<file path="config.mk">
export PLATFORM = sky130hd
export DESIGN_NAME = lasp_host
export DESIGN_NICKNAME = d
export VERILOG_FILES = /design/src/lasp_pkg.sv /design/src/lasp_host.sv
export SDC_FILE = /design/constraint.sdc
export NUM_CORES = 1
export LEC_CHECK = 0
export BUFFER_PORTS_ARGS = -buffer_cell sky130_fd_sc_hd__buf_2
export CAP_MARGIN = 15
export CORE_MARGIN = 5
export CORE_UTILIZATION = 30
export CTS_CLUSTER_DIAMETER = 60
export CTS_CLUSTER_SIZE = 25
export DETAILED_ROUTE_END_ITERATION = 8
export SYNTH_ARGS = -nofsm -noshare
export SYNTH_HDL_FRONTEND = slang
export SYNTH_SLANG_ARGS = --single-unit
export TNS_END_PERCENT = 10
</file>
<file path="constraint.sdc">
create_clock -name clk -period 5.8 [get_ports clk]
set_clock_uncertainty 0.2 [all_clocks]
set_input_delay 0.87 -clock clk [delete_from_list [all_inputs] [get_ports clk]]
set_output_delay 0.87 -clock clk [all_outputs]
set_load 0.01 [all_outputs]
</file>
<file path="src/lasp_pkg.sv">
// Package for the host-side controller of a latched-address 18-bit static RAM.
// Assumes a 50 MHz system clock; all pin timing is expressed in whole cycles.
package lasp_pkg;

	// ****************************************************************
	// Widths
	// ****************************************************************
	localparam int ADDR_W = 16;   // Word address width
	localparam int DATA_W = 18;   // Word width, two 9-bit bytes
	localparam int LANE_W = 9;    // Byte lane width
	localparam int LO_MSB = 8;    // Lower lane top bit
	localparam int UP_LSB = 9;    // Upper lane bottom bit

	// ****************************************************************
	// Timing, in clock cycles at 20 ns
	// ****************************************************************
	localparam int CLK_NS      = 20;                          // Clock period
	localparam int ACCESS_NS   = 15;                          // Slowest access time
	localparam int ACCESS_CYC  = (ACCESS_NS + CLK_NS - 1) / CLK_NS; // Least time rounds up
	localparam int WPULSE_NS   = 13;                          // Slowest write pulse
	localparam int WPULSE_CYC  = (WPULSE_NS + CLK_NS - 1) / CLK_NS; // Least time rounds up
	localparam logic [1:0] CNT_ONE = 2'h1;                    // Counter value in the last cycle of a phase

	// ****************************************************************
	// Sequencer states, one-hot
	// ****************************************************************
	typedef enum logic [5:0] {
		ST_IDLE  = 6'h01, // Deselected, bus released
		ST_SETUP = 6'h02, // Address and enable presented
		ST_LATCH = 6'h04, // Latch strobes lowered
		ST_WRITE = 6'h08, // Byte strobes low
		ST_READ  = 6'h10, // Output enable low, waiting access
		ST_END   = 6'h20  // Strobes raised, deselect
	} lasp_state_type;

endpackage

</file>
<file path="src/lasp_host.sv">
// Host controller driving a latched-address 18-bit asynchronous static RAM.
// Assumes request inputs synchronous to clk and the memory wired to the pin ports.
`timescale 1ns/1ps

// Overview of operation
// - Address and enable stable around capture fall
// - Write data stable around data capture fall
// - Host may hold both captures high
// - Byte strobes high during every read
// - Address valid by chip enable fall
// - Byte strobes high when address changes
module lasp_host #(
	parameter bit USE_LATCH = 1'b1 // Zero keeps both captures high, fully asynchronous
) (
	input  wire logic                       clk,
	input  wire logic                       nrst,
	input  wire logic                       req_valid,      // Start an access
	input  wire logic                       req_write,      // One for write
	input  wire logic [lasp_pkg::ADDR_W-1:0] req_addr,      // Word address
	input  wire logic [lasp_pkg::DATA_W-1:0] req_wdata,     // Write word
	input  wire logic [1:0]                 req_byte_en,    // Bit0 lower lane, bit1 upper
	output logic                            req_ready,      // Idle, may take a request
	output logic                            rsp_valid,      // One-cycle completion pulse
	output logic [lasp_pkg::DATA_W-1:0]      rsp_rdata,     // Read word
	output logic [lasp_pkg::ADDR_W-1:0]      mem_addr,      // Address pins
	output logic                            mem_chip_en_n,  // Chip enable, low active
	output logic                            mem_out_en_n,   // Output enable, low active
	output logic                            addr_capture,   // Address latch strobe
	output logic                            din_capture,    // Data latch strobe
	output logic                            lower_byte_wr_n, // Lower lane write strobe
	output logic                            upper_byte_wr_n, // Upper lane write strobe
	input  wire logic [lasp_pkg::DATA_W-1:0] mem_dq_in,     // Data pins as seen
	output logic [lasp_pkg::DATA_W-1:0]      mem_dq_out,    // Data driven to pins
	output logic                            mem_dq_oe       // High while host drives pins
);

	// ****************************************************************
	// State record
	// ****************************************************************
	typedef struct packed {
		lasp_pkg::lasp_state_type      st;     // Sequencer state
		logic [1:0]                    cnt;    // Cycles left in phase
		logic                          wr;     // Access is a write
		logic [1:0]                    ben;    // Byte enables of access
		logic                          rdy;    // Ready output
		logic                          rsp;    // Completion pulse
		logic [lasp_pkg::DATA_W-1:0]   rdata;  // Captured read data
		logic [lasp_pkg::ADDR_W-1:0]   addr;   // Address pins
		logic                          ce_n;   // Chip enable
		logic                          oe_n;   // Output enable
		logic                          acap;   // Address capture strobe
		logic                          dcap;   // Data capture strobe
		logic                          lo_wr_n; // Lower lane strobe
		logic                          up_wr_n; // Upper lane strobe
		logic [lasp_pkg::DATA_W-1:0]   dout;   // Write data
		logic                          doe;    // Drive enable
	} lasp_regs_type;

	lasp_regs_type s_reg;  // Registered state
	lasp_regs_type s_next; // Next state

	// ****************************************************************
	// Sequencer
	// ****************************************************************
	// Each access: present address with chip enable high, drop chip
	// enable, then lower the captures and strobe or read on the same edge.
	always_comb begin
		s_next = s_reg;
		s_next.rsp = 1'b0;
		unique case (s_reg.st)
			lasp_pkg::ST_IDLE: begin
				// Everything parked: deselected, strobes high, bus released
				s_next.rdy = 1'b1;
				// Taken only while ready, so the first edge after reset takes nothing
				if (req_valid && s_reg.rdy) begin
					s_next.rdy   = 1'b0;
					s_next.wr    = req_write;
					s_next.ben   = req_write ? req_byte_en : 2'h0;
					s_next.addr  = req_addr;   // Address changes only with strobes high
					s_next.dout  = req_wdata;
					s_next.doe   = req_write;  // Reads never drive the pins
					s_next.st    = lasp_pkg::ST_SETUP;
				end
			end
			lasp_pkg::ST_SETUP: begin
				// Address already stable a cycle before enable falls
				s_next.ce_n = 1'b0;
				s_next.st   = lasp_pkg::ST_LATCH;
			end
			lasp_pkg::ST_LATCH: begin
				// Address, enable and data held a cycle before and after the fall
				// With latching off both captures stay high
				s_next.acap = ~USE_LATCH;
				s_next.dcap = ~(USE_LATCH & s_reg.wr);
				s_next.cnt  = s_reg.wr ? 2'(lasp_pkg::WPULSE_CYC) : 2'(lasp_pkg::ACCESS_CYC);
				if (s_reg.wr) begin
					// Per-lane strobes select bytes
					s_next.lo_wr_n = ~s_reg.ben[0];
					s_next.up_wr_n = ~s_reg.ben[1];
					s_next.st   = lasp_pkg::ST_WRITE;
				end else begin
					// Read: byte strobes stay high, memory may drive
					s_next.oe_n = 1'b0;
					s_next.st   = lasp_pkg::ST_READ;
				end
			end
			lasp_pkg::ST_WRITE: begin
				// Write pulse spans the enable and strobe overlap
				if (s_reg.cnt == lasp_pkg::CNT_ONE) begin
					s_next.lo_wr_n = 1'b1;
					s_next.up_wr_n = 1'b1;
					s_next.st   = lasp_pkg::ST_END;
				end else begin
					s_next.cnt = s_reg.cnt - 2'h1;
				end
			end
			lasp_pkg::ST_READ: begin
				// Sample once the access time has surely passed
				if (s_reg.cnt == lasp_pkg::CNT_ONE) begin
					s_next.rdata = mem_dq_in;
					s_next.oe_n  = 1'b1;
					s_next.st    = lasp_pkg::ST_END;
				end else begin
					s_next.cnt = s_reg.cnt - 2'h1;
				end
			end
			lasp_pkg::ST_END: begin
				// Strobes high first, then deselect and reopen the latches
				s_next.ce_n = 1'b1;
				s_next.acap = 1'b1;
				s_next.dcap = 1'b1;
				s_next.doe  = 1'b0;
				s_next.rsp  = 1'b1;
				s_next.rdy  = 1'b1;
				s_next.st   = lasp_pkg::ST_IDLE;
			end
		endcase
	end

	// ****************************************************************
	// State register
	// ****************************************************************
	// Reset parks the memory deselected with the bus released
	always_ff @(posedge clk or negedge nrst) begin
		if (!nrst) begin
			s_reg       <= '0;
			s_reg.st    <= lasp_pkg::ST_IDLE;
			s_reg.ce_n  <= 1'b1;
			s_reg.oe_n  <= 1'b1;
			s_reg.acap  <= 1'b1;
			s_reg.dcap  <= 1'b1;
			s_reg.lo_wr_n <= 1'b1;
			s_reg.up_wr_n <= 1'b1;
		end else begin
			s_reg <= s_next;
		end
	end

	// Outputs straight from flip-flops
	assign req_ready       = s_reg.rdy;
	assign rsp_valid       = s_reg.rsp;
	assign rsp_rdata       = s_reg.rdata;
	assign mem_addr        = s_reg.addr;
	assign mem_chip_en_n   = s_reg.ce_n;
	assign mem_out_en_n    = s_reg.oe_n;
	assign addr_capture    = s_reg.acap;
	assign din_capture     = s_reg.dcap;
	assign lower_byte_wr_n = s_reg.lo_wr_n;
	assign upper_byte_wr_n = s_reg.up_wr_n;
	assign mem_dq_out      = s_reg.dout;
	assign mem_dq_oe       = s_reg.doe;

	// ****************************************************************
	// Checks
	// ****************************************************************
	property p_rd_no_wr;
		@(posedge clk) disable iff (!nrst)
		!mem_out_en_n |-> (lower_byte_wr_n && upper_byte_wr_n && !mem_dq_oe);
	endproperty
	a_rd_no_wr: assert property (p_rd_no_wr) else $error("byte strobe low during read");

	property p_addr_stable;
		@(posedge clk) disable iff (!nrst)
		!$stable(mem_addr) |-> (lower_byte_wr_n && upper_byte_wr_n && mem_chip_en_n);
	endproperty
	a_addr_stable: assert property (p_addr_stable) else $error("address moved during access");

	property p_ce_addr;
		@(posedge clk) disable iff (!nrst)
		$fell(mem_chip_en_n) |-> $stable(mem_addr);
	endproperty
	a_ce_addr: assert property (p_ce_addr) else $error("address late at enable fall");

	property p_cap_hold;
		@(posedge clk) disable iff (!nrst)
		$fell(addr_capture) |-> ##1 ($stable(mem_addr) && !mem_chip_en_n);
	endproperty
	a_cap_hold: assert property (p_cap_hold) else $error("address not held after capture");

	property p_din_hold;
		@(posedge clk) disable iff (!nrst)
		$fell(din_capture) |-> ($stable(mem_dq_out) && mem_dq_oe) ##1 $stable(mem_dq_out);
	endproperty
	a_din_hold: assert property (p_din_hold) else $error("write data not held at capture");

	property p_wr_overlap;
		@(posedge clk) disable iff (!nrst)
		(!lower_byte_wr_n || !upper_byte_wr_n) |-> (!mem_chip_en_n && mem_dq_oe);
	endproperty
	a_wr_overlap: assert property (p_wr_overlap) else $error("write strobe outside enable");

	property p_lane_map;
		@(posedge clk) disable iff (!nrst)
		(req_valid && req_ready && req_write) |-> ##3
		(lower_byte_wr_n == !$past(req_byte_en[0], 3) && upper_byte_wr_n == !$past(req_byte_en[1], 3));
	endproperty
	a_lane_map: assert property (p_lane_map) else $error("wrong byte lane strobed");

	property p_async_mode;
		@(posedge clk) disable iff (!nrst)
		!USE_LATCH |-> (addr_capture && din_capture);
	endproperty
	a_async_mode: assert property (p_async_mode) else $error("capture lowered in async mode");

	property p_deselect;
		@(posedge clk) disable iff (!nrst)
		mem_chip_en_n |-> (mem_out_en_n && lower_byte_wr_n && upper_byte_wr_n);
	endproperty
	a_deselect: assert property (p_deselect) else $error("control active while deselected");

	property p_done;
		@(posedge clk) disable iff (!nrst)
		(req_valid && req_ready) |-> ##[4:5] rsp_valid;
	endproperty
	a_done: assert property (p_done) else $error("access did not complete");

endmodule

</file>
==> impl_metrics.tcl <==
set metrics [dict create \
    yosys_warnings 0 \
    tightest_slew_ns 1.085 \
    total_power_mw 1.379 \
    hold_path_end "addr_capture" \
    hold_viol_final 0 \
    crit_path_max_incr_delay_ns 0.93 \
    fin_cells 451 \
    reg2reg_depth 3 \
    fin_crit_ns 2.674 \
    critical-path-top-delay-family "simple AND/OR/NAND/NOR gates" \
    maxSlewViolCount 0 \
    finish.utilization_pct 35.62 \
    grt_pass1_vias 2029 \
    drv_cap 0 \
    placed_cells 435 \
    rsz0062_at_grt "no" \
    ys_top_cells_by_area "dfrtp_1 (51%), mux2_2 (15%), buf_4 (13%)" \
    syn-instance-count 241 \
    cp-start-kind "flip-flop" \
    peakVddDrop_mv 0.1494 \
    fp.dieW_um 113.6 \
    multiInputGateArea_um2 937.1 \
    syn_area_um2 3221 \
    post_route_cells_drive_above_1_share_pct 61.59 \
    ys_async_sr_fraction_pct 100.0 \
    cpMaxStageDelayCell "and4_2" \
    numClockSinks 72 \
    numCtsBuffers 9 \
    cts_setup_buffers 0 \
    rows 37 \
    hp-class "flip-flop to flip-flop" \
    timing.rr.start "s_reg[70]" \
    hold_buffers 0 \
    crit_buf_inv 0 \
    portBuffers 118 \
    core_region_area_um2 10420 \
    cts_tree "yes" \
    reg2reg_to "mem_dq_out[1]" \
    area_growth_pct 15.19 \
    wire_per_inst_um 13.69 \
    hold_depth 2 \
    place.gp.congestion 0.7341 \
    yosys.area.top_type "dfrtp_1" \
    avgViaCountPerCell 4.328 \
    synth_edf_count 0 \
    cp.required_ns 5.81 \
    ys.flop_type "dfrtp_1" \
    final_area_um2 3710 \
    htree_levels 3 \
    initial_core_util_pct 30.92 \
    arrival_ns 2.69 \
    yosysMostFrequentCell "dfrtp_1" \
    fp.dieH_um 113.6 \
    synth_seq_cells 72 \
    ant_nets 0 \
    cp-end-kind "flip-flop" \
    synth_nets 300 \
    routed_wl_um 6172 \
    nets 369 \
    antenna_cells 0 \
    grt_max_degree 73 \
    leakage_nw 1.888 \
    clk_latency_ns 0.33 \
    grt_first_pass_wirelength_um 10030 \
    tns_ns 0 \
    synth_common_cells "dfrtp_1 (65), buf_4 (55), mux2_2 (43)" \
    dp_slack_ns 3.092 \
    slew_headroom_pct 27.40 \
    path_cells "nor4_1 > and4_2 > mux2_2" \
    reg2reg_slack_ns 3.13 \
    track_usage_pct 9.711 \
    finalWorstSetupSlack_ns 3.126 \
    hp-start "addr_capture" \
    first_pass_iters 4 \
    root_buffer "clkbuf_8" \
    grt_overflow 0 \
    ys_seq_area_share_pct 56.22 \
    drtIter0Drc 84 \
    cts_resized 0 \
    regArea_um2 1810 \
    min_period_over_period_pct 46.10 \
    syn_area_per_cell_um2 13.36 \
    synth_cell_types 32 \
    path_clk_slew_ns 0.07 \
    critPathKind "flip-flop to flip-flop" \
    finalSetupViolations 0 \
    powerDensity_nw_per_um2 371.8 \
    drc 0 \
    dr_total_vias 1952 \
    crit_fanout 42 \
    cts.path.max_buffers 2 \
    status "finished clean" \
    ios 119 \
    filler_cell_count 1027 \
    antenna_found_initial 0 \
    yosysTopAreaCellShare_pct 50.51 \
    fmax_mhz 374.0 \
    fin_hold_ws_ns 0.2658 \
    die_area_um2 12910 \
    hpwl_um 4519 \
    placed_area_um2 3533 \
]
-- tightest hold or removal path: cells and delay by family, from the launching register on --
kind	cells	cell delay (ns)
DFF	1	0.37
and+or+nand+nor	2	0.09
-- kinds of logic after synthesis --
logic type	Yosys count	synth area share (%)
AOI/OAI and AO/OA	17	3.030
xor gates and xnor gates	1	0.2720
adders and majority gates	1	0.3884
buffers and inverters	66	14.72
DFF	72	56.22
muxes	52	19.23
and+or+nand+nor	32	6.139
-- report_power, final --
part	switching (mW)	leakage (nW)	internal (mW)
clock	0.175	0.0894	0.178
sequential	0.0675	0.905	0.615
combinational	0.167	0.894	0.178
total	0.409	1.89	0.970
-- area by class of cell --
class                   instances  area share (%)
well taps                     136           4.587
multi-input cells             103           25.26
flip-flops and latches         72           48.80
clock inverters                 3          0.4722
clock buffers                  13           4.283
inverters                       6          0.6071
repair buffers                118           15.99
-- per-layer routing --
metal | track usage (%) | up-vias | share of wire, %
met1 | 12.16 | 956 | 42
met4 | 3.365 | 0 | 1.5
li1 | - | 911 | -
met5 | 0 | - | 0
met3 | 3.873 | 9 | 8.8
met2 | 15.23 | 76 | 48
-- worst max-delay path by stage --
stage | startpoint | end | slack [ns] | depth (start not counted)
5_1_grt | s_reg[70] | mem_dq_out[1] | 2.96 | 3
3_5_place_dp | s_reg[68] | rsp_rdata[16] | 3.09 | 3
4_1_cts | s_reg[68] | rsp_rdata[16] | 3.09 | 3
6_report | s_reg[70] | mem_dq_out[1] | 3.13 | 3
2_1_floorplan | s_reg[68] | rsp_rdata[10] | 3.64 | 4
3_3_place_gp | s_reg[68] | rsp_rdata[3] | 3.14 | 3
-- placed cells by master (no fill, tap or decap), drive strengths merged --
| master | count |
|---|---|
| nor2b | 1 |
| a21oi | 5 |
| o32a | 2 |
| nor3 | 3 |
| nor4 | 3 |
| and3b | 1 |
| clkbuf | 13 |
| inv | 6 |
| ha | 1 |
| o31ai | 1 |
| nor3b | 1 |
| clkinv | 2 |
| nand3b | 3 |
| nand2 | 9 |
| xnor2 | 1 |
| o21ai | 9 |
| and4 | 1 |
| nand3 | 3 |
| or3b | 1 |
| clkinvlp | 1 |
| and2 | 1 |
| dfrtp | 65 |
| dfstp | 7 |
| nor2 | 1 |
| mux2 | 52 |
| nand2b | 2 |
| or4 | 2 |
| buf | 118 |
Power figures use the tool's default switching activity.
